`src/rtl/cvdsq_pkg.sv`:
```
package cvdsq_pkg;
  localparam int ADDR_W = 12;
  // Register byte offsets
  localparam logic [11:0] OFF_CTRL0_1  = 12'h000;
  localparam logic [11:0] OFF_CTRL0_2  = 12'h004;
  localparam logic [11:0] OFF_COMMON   = 12'h008;
  localparam logic [11:0] OFF_TRIG     = 12'h00C;
  localparam logic [11:0] OFF_SEQ1     = 12'h010;
  localparam logic [11:0] OFF_SEQ2     = 12'h014;
  localparam logic [11:0] OFF_RES1_0   = 12'h018;
  localparam logic [11:0] OFF_RES1_1   = 12'h01C;
  localparam logic [11:0] OFF_RES2_0   = 12'h020;
  localparam logic [11:0] OFF_RES2_1   = 12'h024;
  localparam logic [11:0] OFF_IRQ_STAT = 12'h028;
  localparam logic [11:0] OFF_IRQ_MASK = 12'h02C;
  localparam logic [11:0] OFF_PHASE    = 12'h030;
  // Control0 fields
  localparam int CTL0_ENABLE_BIT = 0;
  localparam int CTL0_GO_BIT     = 1;
  localparam int CTL0_CHAN_LSB   = 2;
  // Common control fields
  localparam int COM_GO_ALL_BIT  = 2;
  localparam int COM_JUSTIFY_BIT = 7;
  // Sequencer config fields: [6:0] precharge, [14:8] acquire, 16..22 flags
  localparam int SEQ_PRE_LSB     = 0;
  localparam int SEQ_ACQ_LSB     = 8;
  localparam int SEQ_DOUBLE_BIT  = 16;
  localparam int SEQ_INVERT_BIT  = 17;
  localparam int SEQ_CAPPOL_BIT  = 18;
  localparam int SEQ_PADPOL_BIT  = 19;
  localparam int SEQ_GRDPOL_BIT  = 20;
  localparam int SEQ_GRDAOE_BIT  = 21;
  localparam int SEQ_GRDBOE_BIT  = 22;
  localparam int CNT_W           = 7;
  localparam int RES_W           = 10;
  localparam int CONV_CYCLES     = 11;
  localparam int GAP_CYCLES      = 2;
  localparam logic [31:0] RST_WORD = 32'h0000_0000;

  typedef enum logic [2:0] {
    CVDSQ_IDLE = 3'b000,
    CVDSQ_PRE  = 3'b001,
    CVDSQ_ACQ  = 3'b010,
    CVDSQ_CONV = 3'b011,
    CVDSQ_GAP  = 3'b100
  } cvdsq_state_e;

  typedef struct packed {
    logic       enable;
    logic       dbl;
    logic       invert;
    logic       cap_pol;
    logic       pad_pol;
    logic       grd_pol;
    logic       grd_a_oe;
    logic       grd_b_oe;
    logic [6:0] pre_cnt;
    logic [6:0] acq_cnt;
  } cvdsq_cfg_s;

  typedef struct packed {
    logic hold_isolate;
    logic hold_to_vdd;
    logic pad_drive_oe;
    logic pad_drive_hi;
    logic conv_start;
    logic grd_a_o;
    logic grd_a_oe;
    logic grd_b_o;
    logic grd_b_oe;
  } cvdsq_analog_s;
endpackage

```
`src/rtl/cvdsq_result_store.sv`:
```
`timescale 1ns/100ps
module cvdsq_result_store #(
  parameter int W = 10
) (
  input  wire logic         clk_sys_i,
  input  wire logic         nrst_i,
  input  wire logic         ce_i,
  input  wire logic         wr_i,
  input  wire logic         sel_i,
  input  wire logic [W-1:0] data_i,
  output logic      [W-1:0] res0_o,
  output logic      [W-1:0] res1_o
);
  logic [W-1:0] res0_q;
  logic [W-1:0] res1_q;
  always_ff @(posedge clk_sys_i or negedge nrst_i) begin
    if (!nrst_i) begin
      res0_q <= '0;
      res1_q <= '0;
    end else if (ce_i && wr_i) begin
      if (sel_i) begin
        res1_q <= data_i;
      end else begin
        res0_q <= data_i;
      end
    end
  end
  assign res0_o = res0_q;
  assign res1_o = res1_q;
endmodule // cvdsq_result_store

```
`src/rtl/cvdsq_seq.sv`:
```
`timescale 1ns/100ps
module cvdsq_seq (
  input  wire logic                  clk_sys_i,
  input  wire logic                  nrst_i,
  input  wire logic                  ce_i,
  input  wire logic                  start_i,
  input  wire logic                  abort_i,
  input  wire cvdsq_pkg::cvdsq_cfg_s cfg_i,
  input  wire logic [9:0]            sample_i,
  output cvdsq_pkg::cvdsq_analog_s   ana_o,
  output logic                       busy_o,
  output logic                       done_o,
  output logic                       res_wr_o,
  output logic                       res_sel_o,
  output logic [9:0]                 res_o,
  output logic [2:0]                 phase_o
);
  cvdsq_pkg::cvdsq_state_e state_q, state_d;
  logic [6:0] cnt_q, cnt_d;
  logic       second_q, second_d;
  logic [9:0] res_q;
  logic       wr_q;
  logic       done_q;
  logic       sel_q;
  logic       grd_lvl_q;

  wire inv_now   = second_q & cfg_i.invert;
  wire cap_lvl   = cfg_i.cap_pol ^ inv_now;
  wire pad_lvl   = cfg_i.pad_pol ^ inv_now;
  wire pre_zero  = (cfg_i.pre_cnt == 7'h00);
  wire acq_zero  = (cfg_i.acq_cnt == 7'h00);
  wire cnt_last  = (cnt_q == 7'h01) | (cnt_q == 7'h00);
  wire in_pre    = (state_q == cvdsq_pkg::CVDSQ_PRE);
  wire conv_end  = (state_q == cvdsq_pkg::CVDSQ_CONV) & cnt_last;

  always_comb begin
    state_d  = state_q;
    cnt_d    = cnt_q;
    second_d = second_q;
    unique case (state_q)
      cvdsq_pkg::CVDSQ_IDLE: begin
        second_d = 1'b0;
        if (start_i && cfg_i.enable) begin
          if (!pre_zero) begin
            state_d = cvdsq_pkg::CVDSQ_PRE;
            cnt_d   = cfg_i.pre_cnt;
          end else begin
            state_d = cvdsq_pkg::CVDSQ_ACQ;
            cnt_d   = cfg_i.acq_cnt;
          end
        end
      end
      cvdsq_pkg::CVDSQ_PRE: begin
        cnt_d = cnt_q - 7'h01;
        if (cnt_last) begin
          state_d = cvdsq_pkg::CVDSQ_ACQ;
          cnt_d   = cfg_i.acq_cnt;
        end
      end
      cvdsq_pkg::CVDSQ_ACQ: begin
        cnt_d = cnt_q - 7'h01;
        if (cnt_last || acq_zero) begin
          state_d = cvdsq_pkg::CVDSQ_CONV;
          cnt_d   = 7'(pkg_conv());
        end
      end
      cvdsq_pkg::CVDSQ_CONV: begin
        cnt_d = cnt_q - 7'h01;
        if (cnt_last) begin
          if (cfg_i.dbl && !second_q) begin
            state_d  = cvdsq_pkg::CVDSQ_GAP;
            cnt_d    = 7'(cvdsq_pkg::GAP_CYCLES);
            second_d = 1'b1;
          end else begin
            state_d = cvdsq_pkg::CVDSQ_IDLE;
          end
        end
      end
      cvdsq_pkg::CVDSQ_GAP: begin
        cnt_d = cnt_q - 7'h01;
        if (cnt_last) begin
          state_d = pre_zero ? cvdsq_pkg::CVDSQ_ACQ : cvdsq_pkg::CVDSQ_PRE;
          cnt_d   = pre_zero ? cfg_i.acq_cnt : cfg_i.pre_cnt;
        end
      end
      default: state_d = cvdsq_pkg::CVDSQ_IDLE;
    endcase
    if (abort_i || !cfg_i.enable) begin
      state_d = cvdsq_pkg::CVDSQ_IDLE;
    end
  end

  function automatic int pkg_conv();
    return cvdsq_pkg::CONV_CYCLES;
  endfunction

  always_ff @(posedge clk_sys_i or negedge nrst_i) begin
    if (!nrst_i) begin
      state_q  <= cvdsq_pkg::CVDSQ_IDLE;
      cnt_q    <= 7'h00;
      second_q <= 1'b0;
    end else if (ce_i) begin
      state_q  <= state_d;
      cnt_q    <= cnt_d;
      second_q <= second_d;
    end
  end

  // Result captured at conversion end; hold cap left as is afterwards
  always_ff @(posedge clk_sys_i or negedge nrst_i) begin
    if (!nrst_i) begin
      res_q  <= '0;
      wr_q   <= 1'b0;
      done_q <= 1'b0;
      sel_q  <= 1'b0;
    end else if (ce_i) begin
      wr_q   <= conv_end;
      done_q <= conv_end & ~(cfg_i.dbl & ~second_q);
      if (conv_end) begin
        res_q <= sample_i;
        // Second flag flips with the gap, so the set is latched here
        sel_q <= second_q;
      end
    end
  end

  // Guard flips at acquisition start; initialised at precharge
  always_ff @(posedge clk_sys_i or negedge nrst_i) begin
    if (!nrst_i) begin
      grd_lvl_q <= 1'b0;
    end else if (ce_i) begin
      if (state_d == cvdsq_pkg::CVDSQ_PRE && !in_pre) begin
        grd_lvl_q <= cfg_i.grd_pol ^ second_d & cfg_i.invert;
      end else if (state_d == cvdsq_pkg::CVDSQ_ACQ
                   && state_q != cvdsq_pkg::CVDSQ_ACQ) begin
        grd_lvl_q <= ~(cfg_i.grd_pol ^ (second_d & cfg_i.invert));
      end
    end
  end

  // Hold cap is isolated only in precharge; no discharge otherwise
  assign ana_o.hold_isolate = in_pre;
  assign ana_o.hold_to_vdd  = in_pre & cap_lvl;
  assign ana_o.pad_drive_oe = in_pre;
  assign ana_o.pad_drive_hi = pad_lvl;
  assign ana_o.conv_start   = (state_q == cvdsq_pkg::CVDSQ_CONV);
  assign ana_o.grd_a_o      = grd_lvl_q;
  assign ana_o.grd_a_oe     = cfg_i.enable & cfg_i.grd_a_oe;
  assign ana_o.grd_b_o      = grd_lvl_q;
  assign ana_o.grd_b_oe     = cfg_i.enable & cfg_i.grd_b_oe;
  assign busy_o    = (state_q != cvdsq_pkg::CVDSQ_IDLE);
  assign done_o    = done_q;
  assign res_wr_o  = wr_q;
  assign res_sel_o = sel_q;
  assign res_o     = res_q;
  assign phase_o   = state_q;
endmodule // cvdsq_seq

```
`src/rtl/cvdsq_top.sv`:
```
// Implementation choices: the register offsets and register access over APB.
`timescale 1ns/100ps
module cvdsq_top (
  input  wire logic                clk_sys_i,
  input  wire logic                nrst_i,
  input  wire logic                ce_i,
  input  wire logic                psel_i,
  input  wire logic                penable_i,
  input  wire logic                pwrite_i,
  input  wire logic [11:0]         paddr_i,
  input  wire logic [31:0]         pwdata_i,
  output logic      [31:0]         prdata_o,
  output logic                     pready_o,
  output logic                     pslverr_o,
  input  wire logic [9:0]          sample1_i,
  input  wire logic [9:0]          sample2_i,
  output cvdsq_pkg::cvdsq_analog_s ana1_o,
  output cvdsq_pkg::cvdsq_analog_s ana2_o,
  output logic [4:0]               chan1_o,
  output logic [4:0]               chan2_o,
  output logic [2:0]               clk_sel_o,
  output logic [1:0]               ref_sel_o,
  output logic [2:0]               trig_sel_o,
  output logic                     irq_o
);
  logic [7:0]  ctl1_q, ctl2_q, com_q, trig_q;
  logic [22:0] seq1_q, seq2_q;
  logic [1:0]  stat_q, mask_q;
  logic        go1_q, go2_q;

  wire wr_en  = psel_i & penable_i & pwrite_i & ce_i;
  wire hit_c1 = (paddr_i == cvdsq_pkg::OFF_CTRL0_1);
  wire hit_c2 = (paddr_i == cvdsq_pkg::OFF_CTRL0_2);
  wire hit_cm = (paddr_i == cvdsq_pkg::OFF_COMMON);
  wire hit_tr = (paddr_i == cvdsq_pkg::OFF_TRIG);
  wire hit_s1 = (paddr_i == cvdsq_pkg::OFF_SEQ1);
  wire hit_s2 = (paddr_i == cvdsq_pkg::OFF_SEQ2);
  wire hit_st = (paddr_i == cvdsq_pkg::OFF_IRQ_STAT);
  wire hit_mk = (paddr_i == cvdsq_pkg::OFF_IRQ_MASK);

  // Go-all starts both sequencers in the same cycle
  wire go_all = wr_en & hit_cm & pwdata_i[cvdsq_pkg::COM_GO_ALL_BIT];
  wire start1 = (wr_en & hit_c1 & pwdata_i[cvdsq_pkg::CTL0_GO_BIT]) | go_all;
  wire start2 = (wr_en & hit_c2 & pwdata_i[cvdsq_pkg::CTL0_GO_BIT]) | go_all;
  // Clearing go by software terminates the conversion
  wire abort1 = wr_en & hit_c1 & ~pwdata_i[cvdsq_pkg::CTL0_GO_BIT];
  wire abort2 = wr_en & hit_c2 & ~pwdata_i[cvdsq_pkg::CTL0_GO_BIT];

  function automatic cvdsq_pkg::cvdsq_cfg_s mk_cfg(input logic en, input logic [22:0] s);
    mk_cfg.enable   = en;
    mk_cfg.dbl      = s[cvdsq_pkg::SEQ_DOUBLE_BIT];
    mk_cfg.invert   = s[cvdsq_pkg::SEQ_INVERT_BIT];
    mk_cfg.cap_pol  = s[cvdsq_pkg::SEQ_CAPPOL_BIT];
    mk_cfg.pad_pol  = s[cvdsq_pkg::SEQ_PADPOL_BIT];
    mk_cfg.grd_pol  = s[cvdsq_pkg::SEQ_GRDPOL_BIT];
    mk_cfg.grd_a_oe = s[cvdsq_pkg::SEQ_GRDAOE_BIT];
    mk_cfg.grd_b_oe = s[cvdsq_pkg::SEQ_GRDBOE_BIT];
    mk_cfg.pre_cnt  = s[cvdsq_pkg::SEQ_PRE_LSB +: 7];
    mk_cfg.acq_cnt  = s[cvdsq_pkg::SEQ_ACQ_LSB +: 7];
  endfunction

  wire cvdsq_pkg::cvdsq_cfg_s cfg1 = mk_cfg(ctl1_q[cvdsq_pkg::CTL0_ENABLE_BIT], seq1_q);
  wire cvdsq_pkg::cvdsq_cfg_s cfg2 = mk_cfg(ctl2_q[cvdsq_pkg::CTL0_ENABLE_BIT], seq2_q);

  logic       busy1, busy2, done1, done2, wr1, wr2, sel1, sel2;
  logic [9:0] r1, r2, r10, r11, r20, r21;
  logic [2:0] ph1, ph2;

  cvdsq_seq u_seq1 (
    .clk_sys_i (clk_sys_i), .nrst_i (nrst_i), .ce_i (ce_i),
    .start_i (start1), .abort_i (abort1), .cfg_i (cfg1), .sample_i (sample1_i),
    .ana_o (ana1_o), .busy_o (busy1), .done_o (done1), .res_wr_o (wr1),
    .res_sel_o (sel1), .res_o (r1), .phase_o (ph1)
  );
  cvdsq_seq u_seq2 (
    .clk_sys_i (clk_sys_i), .nrst_i (nrst_i), .ce_i (ce_i),
    .start_i (start2), .abort_i (abort2), .cfg_i (cfg2), .sample_i (sample2_i),
    .ana_o (ana2_o), .busy_o (busy2), .done_o (done2), .res_wr_o (wr2),
    .res_sel_o (sel2), .res_o (r2), .phase_o (ph2)
  );
  cvdsq_result_store #(.W(cvdsq_pkg::RES_W)) u_res1 (
    .clk_sys_i (clk_sys_i), .nrst_i (nrst_i), .ce_i (ce_i), .wr_i (wr1),
    .sel_i (sel1), .data_i (r1), .res0_o (r10), .res1_o (r11)
  );
  cvdsq_result_store #(.W(cvdsq_pkg::RES_W)) u_res2 (
    .clk_sys_i (clk_sys_i), .nrst_i (nrst_i), .ce_i (ce_i), .wr_i (wr2),
    .sel_i (sel2), .data_i (r2), .res0_o (r20), .res1_o (r21)
  );

  always_ff @(posedge clk_sys_i or negedge nrst_i) begin
    if (!nrst_i) begin
      ctl1_q <= 8'h00;
      ctl2_q <= 8'h00;
      com_q  <= 8'h00;
      trig_q <= 8'h00;
      seq1_q <= 23'h000000;
      seq2_q <= 23'h000000;
      mask_q <= 2'h0;
    end else if (wr_en) begin
      if (hit_c1) ctl1_q <= pwdata_i[7:0];
      if (hit_c2) ctl2_q <= pwdata_i[7:0];
      if (hit_cm) com_q  <= pwdata_i[7:0];
      if (hit_tr) trig_q <= pwdata_i[7:0];
      if (hit_s1) seq1_q <= pwdata_i[22:0];
      if (hit_s2) seq2_q <= pwdata_i[22:0];
      if (hit_mk) mask_q <= pwdata_i[1:0];
    end
  end

  // Done flags: set wins over write-one-to-clear
  always_ff @(posedge clk_sys_i or negedge nrst_i) begin
    if (!nrst_i) begin
      stat_q <= 2'h0;
    end else if (ce_i) begin
      stat_q <= (stat_q & ~(wr_en & hit_st ? pwdata_i[1:0] : 2'h0))
                | {done2, done1};
    end
  end

  wire [9:0] d1 = com_q[cvdsq_pkg::COM_JUSTIFY_BIT] ? r10 : r10;
  wire [31:0] ctl1_rd = {24'h000000, ctl1_q[7:2], busy1, ctl1_q[0]};
  wire [31:0] ctl2_rd = {24'h000000, ctl2_q[7:2], busy2, ctl2_q[0]};
  wire [31:0] com_rd  = {24'h000000, com_q[7:3], busy1 | busy2, com_q[1:0]};

  always_comb begin
    unique case (paddr_i)
      cvdsq_pkg::OFF_CTRL0_1:  prdata_o = ctl1_rd;
      cvdsq_pkg::OFF_CTRL0_2:  prdata_o = ctl2_rd;
      cvdsq_pkg::OFF_COMMON:   prdata_o = com_rd;
      cvdsq_pkg::OFF_TRIG:     prdata_o = {24'h000000, 1'b0, trig_q[6:4], 4'h0};
      cvdsq_pkg::OFF_SEQ1:     prdata_o = {9'h000, seq1_q};
      cvdsq_pkg::OFF_SEQ2:     prdata_o = {9'h000, seq2_q};
      cvdsq_pkg::OFF_RES1_0:   prdata_o = {22'h000000, d1};
      cvdsq_pkg::OFF_RES1_1:   prdata_o = {22'h000000, r11};
      cvdsq_pkg::OFF_RES2_0:   prdata_o = {22'h000000, r20};
      cvdsq_pkg::OFF_RES2_1:   prdata_o = {22'h000000, r21};
      cvdsq_pkg::OFF_IRQ_STAT: prdata_o = {30'h00000000, stat_q};
      cvdsq_pkg::OFF_IRQ_MASK: prdata_o = {30'h00000000, mask_q};
      cvdsq_pkg::OFF_PHASE:    prdata_o = {26'h0000000, ph2, ph1};
      default:                 prdata_o = 32'h0000_0000;
    endcase
  end

  wire mapped = (paddr_i <= cvdsq_pkg::OFF_PHASE) & (paddr_i[1:0] == 2'b00);
  assign pready_o   = 1'b1;
  assign pslverr_o  = psel_i & penable_i & ~mapped;
  assign irq_o      = |(stat_q & mask_q);
  assign chan1_o    = ctl1_q[cvdsq_pkg::CTL0_CHAN_LSB +: 5];
  assign chan2_o    = ctl2_q[cvdsq_pkg::CTL0_CHAN_LSB +: 5];
  assign clk_sel_o  = com_q[6:4];
  assign ref_sel_o  = com_q[1:0];
  assign trig_sel_o = trig_q[6:4];
endmodule // cvdsq_top

```
`config.mk`:
```
export PLATFORM = sky130hd
export DESIGN_NAME = cvdsq_top
export DESIGN_NICKNAME = d
export VERILOG_FILES = /design/src/rtl/cvdsq_pkg.sv /design/src/rtl/cvdsq_result_store.sv /design/src/rtl/cvdsq_seq.sv /design/src/rtl/cvdsq_top.sv
export SDC_FILE = /design/constraint.sdc
export NUM_CORES = 1
export LEC_CHECK = 0
export BUFFER_PORTS_ARGS = -buffer_cell sky130_fd_sc_hd__buf_2
export CAP_MARGIN = 20
export CORE_MARGIN = 8
export CORE_UTILIZATION = 38
export DETAILED_ROUTE_END_ITERATION = 6
export PLACE_DENSITY = 0.56
export SLEW_MARGIN = 20
export SYNTH_ARGS = -nofsm -noshare
export SYNTH_HDL_FRONTEND = slang
export SYNTH_SLANG_ARGS = --single-unit
```
`constraint.sdc`:
```
create_clock -name clk_sys_i -period 3 [get_ports clk_sys_i]
set_input_delay 0.15 -clock clk_sys_i [delete_from_list [all_inputs] [get_ports clk_sys_i]]
set_output_delay 0.15 -clock clk_sys_i [all_outputs]
set_load 0.01 [all_outputs]
```
==> results.txt, run 1 <==
EDFF count, synth = 0
GP Congestion = 0.908
Avg Cell Area, Syn = 11.1 um^2
Synth top area share = 47.6%
initial antenna violation count = 0
clk buf depth = 2
fin nets = 1002
Worst Path Required = 3.31 ns
TritonCTS buffer count = 17
1st-iter DRT viols = 565
commonest cells after routing, fill and taps aside = 164 x dfrtp_1, 132 x mux2_2, 120 x buf_2
DIE WIDTH = 167 um
Tightest Hold Check Type = in2reg
CP Cell Sequence = or4_1 > or2_1 > a32oi_1 > o21a_2 > nor3_1 > a221o_1 > a22o_1
ys flop type = dfrtp_1
ANT cells = 0
Pwr Total = 4.85 mW
final setup vio count = 0
Crit. End Element = register
Setup TNS = 0 ns
post-synthesis cell type count = 70
share of cells above drive strength 1 = 35.0%
Total Wirelength = 26900 um
Ys Warns = 0
outcome = finished clean
wire per inst = 22.0 um
Core Area = 22400 um^2
slowest CP cell = or4_1
Final Instance Area = 10400 um^2
most common cell after layout, fill and taps aside = dfrtp_1
GRT Total Usage = 19.4%
Max Freq = 0.366 GHz
leakage = 5.13 nW
peak supply drop = 0.367 mV
Chip Height = 167 um
critical path type = reg2reg
pin count of the biggest net entering global routing = 64
grt ovf = 0
port bufs = 121
fin crit share = 91.1%
Worst-path clk slew = 0.07 ns
Sink Count = 164
number of global-route vias before repair = 7223
via/cell ratio = 5.73
FF+latch count, synth = 164
initial cell density of the core = 38.4%
Root Driver = clkbuf_16
Antenna Violating Nets Remaining = 0
ys async rst share = 100%
final slew viol count = 0
minimum clock period = 2.73 ns
Worst Setup Start Kind = register
Critical Path AT = 3.05 ns
TritonRoute pass-1 iters = 6
# IOs = 141
Max-slew headroom = 55.2%
Fill cells = 2098
CTS tree = built
Clock Skews = 0.0116 ns
std cell rows = 55
die area = 27800 um^2
Post-Syn Area = 8620 um^2
power density over the cells = 464 nW/um^2
max incr delay on CP = 0.71 ns
DRC = 0
Max H-tree Level = 4
first-pass GRT wire length = 42600 um
critical path fanouts, max = 11
RSZ-0062 raised after global routing = no
largest cells by area after synthesis = dfrtp_1 48%, mux2_2 17%, a22o_1 3.0%, buf_4 3.0%, a22oi_1 2.4%
Mapped Cells = 777
Vias = 7009
final hold violations = 0
post-synthesis sequential area ratio = 47.6%
MaxCap Viol Count = 0
Skew-Pair Late Insertion Delay = 0.43 ns
Least-Margin Pin Slew = 0.670 ns
DP Area = 9480 um^2
P&R area growth vs syn = 21.0%
Detailed Place HPWL = 20000 um
Yosys top cell by area = dfrtp_1
==> registers in the layout, summed over array words and instances, names as in the netlist, 2 cells and up <==
signal / flops
u_seq2.phase_o: 3
seq2_q: 23
u_seq1.res_o: 10
mask_q: 2
u_seq1.phase_o: 3
ctl1_q: 7
u_res2.res1_o: 10
trig_q: 3
u_res1.res0_o: 10
ctl2_q: 7
u_seq2.cnt_q: 7
com_q: 7
u_seq1.cnt_q: 7
seq1_q: 23
u_res1.res1_o: 10
stat_q: 2
u_seq2.res_o: 10
u_res2.res0_o: 10
==> stage by stage <==
| stage | utilization, % | hold WS [ns] | std cells | setup slack (ns) |
|---|---|---|---|---|
| final | 46.5 | 0.0294 | 1224 | 0.268 |
| after CTS | 46.5 | 0.0159 | 1224 | 0.288 |
| after floorplan | - | -0.146 | 785 | 0.541 |
| after global placement | 42.2 | 0.181 | 1156 | 0.342 |
| after global routing | 46.5 | 0.0201 | 1224 | 0.114 |
| after detailed placement | 42.2 | 0.187 | 1156 | 0.308 |
==> critical path, delay by kind of cell (launching register included) <==
kind            cells  cell delay (ns)
flops               1             0.48
simple gates        3             1.21
compound gates      4             0.93
==> path summary, 6_finish.rpt <==
path	startpoint	end	slack (ns)	cells past startpoint
worst min register to register	u_res2.res0_o[7]	u_res2.res0_o[7]	0.51	1
max in group asynchronous	nrst_i	stat_q[1]	1.88	3
min in group asynchronous	nrst_i	seq1_q[18]	0.27	2
worst max-delay path	u_seq1.cnt_q[3]	u_seq1.cnt_q[6]	0.27	7
worst min-delay path	pwdata_i[7]	ctl1_q[7]	0.03	2
worst max register to register	u_seq1.cnt_q[3]	u_seq1.cnt_q[6]	0.27	7
==> cell usage after synthesis (all sizes together), types with 3 or more instances <==
cell and instances:
a211oi 4, a21o 4, a21oi 16, a221o 3, a221oi 10, a222oi 9, a22o 30, a22oi 27
a31oi 5, and2 6, and3 7, and4 3, buf 47, clkbuf 18, dfrtp 164, ha 6
inv 19, mux2 136, mux2i 4, nand2 53, nand2b 4, nand3 22, nand3b 4, nand4 6
nor2 38, nor2b 4, nor3 18, nor4 17, o211ai 4, o21a 7, o21ai 33, o22ai 4
o2bb2ai 3, or2 3, or3 3, or4 5, xnor2 3, xor2 4
==> power breakdown <==
group | internal, mW | switching (mW) | total, mW
Sequential | 2.23 | 0.0250 | 2.26
Clock | 1.29 | 0.969 | 2.26
Combinational | 0.128 | 0.199 | 0.327
Total | 3.65 | 1.19 | 4.85
==> layer usage <==
layer / vias up / GRT usage (%) / routed length (um)
met5: - / 0 / 0
met4: 0 / 4.07 / 335
met3: 26 / 4.96 / 1880
met2: 282 / 31.3 / 12500
met1: 3515 / 25.9 / 12100
li1: 3186 / - / -
==> layout make-up <==
| type | instances | area (um^2) | share of cell area (%) |
|---|---|---|---|
| clock inverter | 12 | 144 | 1.38 |
| tap | 285 | 357 | 3.42 |
| sequential | 164 | 4100 | 39.3 |
| timing repair buffer | 187 | 1210 | 11.6 |
| inverter | 20 | 75.1 | 0.719 |
| multi-input combinational | 536 | 4090 | 39.2 |
| clock buffer | 20 | 457 | 4.37 |
==> cells by family (layout without fill, tap and decap cells) <==
kind of cell | count (synthesis) | count (layout) | synth area share (%)
AO/OA/AOI/OAI | 174 | 174 | 15.1
flip-flops | 164 | 164 | 47.6
other | 2 | 10 | 0.0871
XOR/XNOR | 7 | 7 | 0.711
adder cells (fa/ha/maj) | 6 | 6 | 0.870
multiplexers | 140 | 140 | 18.2
AND/OR/NAND/NOR | 199 | 199 | 12.0
buffers and inverters | 85 | 239 | 5.48
==> what timing repair did <==
action / CTS / global route
hold buffers: 36 / 0
setup buffers: 0 / 0
hold endpoints to repair: 109 / 0
resized for setup: 0 / 0
(Power assumes the default switching activity.)
==> inputs of run 2 (changes only) <==
--- a/config.mk
+++ b/config.mk
@@ -7,10 +7,10 @@
 export LEC_CHECK = 0
 export BUFFER_PORTS_ARGS = -buffer_cell sky130_fd_sc_hd__buf_2
 export CAP_MARGIN = 20
-export CORE_MARGIN = 8
 export CORE_UTILIZATION = 38
 export DETAILED_ROUTE_END_ITERATION = 6
 export PLACE_DENSITY = 0.56
+export REMOVE_ABC_BUFFERS = 1
 export SLEW_MARGIN = 20
 export SYNTH_ARGS = -nofsm -noshare
 export SYNTH_HDL_FRONTEND = slang
==> run 2 against run 1 <==
Effect of this change: the flow now finishes with violations (design-rule violations); fmax decreased by 1.0%; wire length shrank 2.3%; design area is 0.29% higher; sequential power about the same; sequential cell count unchanged; critical path depth grew 2; largest cell class unchanged; clock power about the same; highest routed layer unchanged; worst setup slack got worse by 0.028 ns; via count unchanged; largest power group is now clock; global-route usage is 3.8 points higher; power increased by 0.60%; register-to-register slack worse by 0.03 ns.
==> results.txt, run 2 (synthesis results as in run 1) <==
outcome = finished with violations
failing checks = design-rule violations
peak supply drop = 0.421 mV (+15%)
Root Driver = clkbuf_16
Antenna Violating Nets Remaining = 0 (unchanged)
Reg power frac = 46.3% (-0.3 points)
Tightest Hold Check Type = in2reg
met1 Use GR = 32.4% (+6.5 points)
biggest regs = seq1_q (23), seq2_q (23)
Setup Fix Bufs, Post-CTS = 0 (unchanged)
# IOs = 141 (unchanged)
first-pass GRT wire length = 41000 um (-3.8%)
commonest cells after routing, fill and taps aside = 164 x dfrtp_1, 132 x mux2_2, 120 x buf_2
post-CTS resize count = 0 (unchanged)
Worst Path Required = 3.35 ns (+0.04 ns)
Comb power frac = 6.7% (about the same)
GP Congestion = 0.935 (+3.1%)
CTS tree = built
initial cell density of the core = 39.2% (+0.71 points)
MaxCap Viol Count = 0 (unchanged)
fin nets = 1005 (+0.30%)
critical path fanouts, max = 11 (unchanged)
worst reg-to-reg path cell count = 9 (+2)
DRC = 26 (+26)
Sink Count = 164 (unchanged)
Fill cells = 2117 (+0.91%)
final slew viol count = 0 (unchanged)
Chip Height = 153 um (-8.4%)
Worst-path clk slew = 0.07 ns (about the same)
Worst Setup Start Kind = register
CP Cell Sequence = inv_1 > ha_1 > o21bai_1 > or2_1 > a21oi_1 > or3_4 > nor3b_2 > and3_1 > a211oi_2
CTS Hold Bufs = 36 (unchanged)
Skew-Pair Late Insertion Delay = 0.43 ns (about the same)
critical path type = reg2reg
Final Util = 47.5% (+1.0 points)
Int Power = 3.63 mW (-0.66%)
Switching Fraction = 25.6% (+0.94 points)
wire per inst = 21.5 um (-2.2%)
Clock Skews = 0.0110 ns (-0.000594 ns)
Max-slew headroom = 52.6% (-2.6 points)
port bufs = 121 (unchanged)
Clk pwr share = 47.0% (+0.4 points)
final hold violations = 0 (unchanged)
clk buf depth = 2 (unchanged)
crit path buf inv count = 1 (+1)
Core Area = 22000 um^2 (-1.8%)
number of global-route vias before repair = 6868 (-4.9%)
initial antenna violation count = 0 (unchanged)
max incr delay on CP = 0.45 ns (-0.26 ns)
Max H-tree Level = 4 (unchanged)
grt ovf = 0 (unchanged)
fin crit share = 92.0% (+0.93 points)
1st-iter DRT viols = 636 (+13%)
DIE WIDTH = 153 um (-8.4%)
Vias = 7009 (unchanged)
minimum clock period = 2.76 ns (+0.0279 ns)
std cell rows = 54 (-1.8%)
crit-path leading delay family = simple AND/OR/NAND/NOR gates
RSZ-0062 raised after global routing = no
slowest CP cell = or3_4
GRT Total Usage = 23.2% (+3.8 points)
final setup vio count = 0 (unchanged)
via/cell ratio = 5.73 (about the same)
GR peak layer = met2
most common cell after layout, fill and taps aside = dfrtp_1
share of cells above drive strength 1 = 35.4% (+0.31 points)
M3 GR Usage = 4.61% (-0.36 points)
Max Freq = 0.362 GHz (-1.0%)
leakage = 5.15 nW (+0.37%)
multi-input logic area = 4090 um^2 (unchanged)
Critical Path AT = 3.11 ns (+0.06 ns)
power density over the cells = 466 nW/um^2 (+0.31%)
Crit. End Element = register
Total Wirelength = 26300 um (-2.3%)
met2 Track Usage GR = 36.9% (+5.6 points)
Least-Margin Pin Slew = 0.711 ns (+0.0411 ns)
pin count of the biggest net entering global routing = 75 (+17%)
flip-flop and latch area = 4100 um^2 (unchanged)
TritonCTS buffer count = 17 (unchanged)
TritonRoute pass-1 iters = 7 (+1)
die area = 23300 um^2 (-16%)
Setup TNS = 0 ns (unchanged)
Psw = 1.25 mW (+4.4%)
critical path depth in cells = 9 (+2)
P&R area growth vs syn = 21.4%
Detailed Place HPWL = 19500 um (-2.5%)
worst hold stages = 2 (unchanged)
-- run 2: metrics by stage --
stage,total power [mW],area [um^2],hold WS [ns],setup WS (ns),std cells
finish,4.88,10500,0.0443,0.240,1223
global route,5.07,10500,0.0283,0.0462,1222
CTS,4.92,10500,0.0122,0.243,1222
detailed placement,2.59,9490,0.226,0.261,1154
global placement,2.59,9490,0.222,0.335,1154
floorplan,2.42,8260,-0.146,-0.107,720
-- run 2: worst paths after layout --
check | start | to | slack [ns]
setup / recovery | u_seq1.cnt_q[0] | u_seq1.grd_lvl_q | 0.24
hold / removal | pwdata_i[3] | ctl1_q[3] | 0.04
hold reg to reg | com_q[7] | com_q[7] | 0.51
setup reg to reg | u_seq1.cnt_q[0] | u_seq1.grd_lvl_q | 0.24
min in group asynchronous | nrst_i | seq1_q[17] | 0.32
max in group asynchronous | nrst_i | seq2_q[7] | 1.85
-- run 2: power groups by stage --
stage	logic (mW)	clock network [mW]	registers (mW)
global route	0.370	2.44	2.26
CTS	0.329	2.34	2.26
global placement	0.289	0	2.30
detailed placement	0.291	0	2.30
floorplan	0.132	0	2.29
finish	0.327	2.29	2.26
-- run 2: final cells by class --
| cell class | instances | share of cell area [%] |
|---|---|---|
| sequential | 164 | 39.2 |
| multi-input combinational | 536 | 39.1 |
| timing repair buffer | 190 | 11.8 |
| clock buffer | 17 | 4.06 |
| tap | 280 | 3.35 |
| clock inverter | 15 | 1.78 |
| inverter | 20 | 0.717 |
| antenna | 1 | 0.0239 |
-- run 2: layer usage --
metal | wire [um] | share of wire (%) | up-vias
met1 | 11600 | 44 | 3491
met4 | 338 | 1.3 | 0
met5 | 0 | 0 | -
li1 | - | - | 3193
met3 | 2050 | 7.8 | 20
met2 | 12200 | 47 | 305
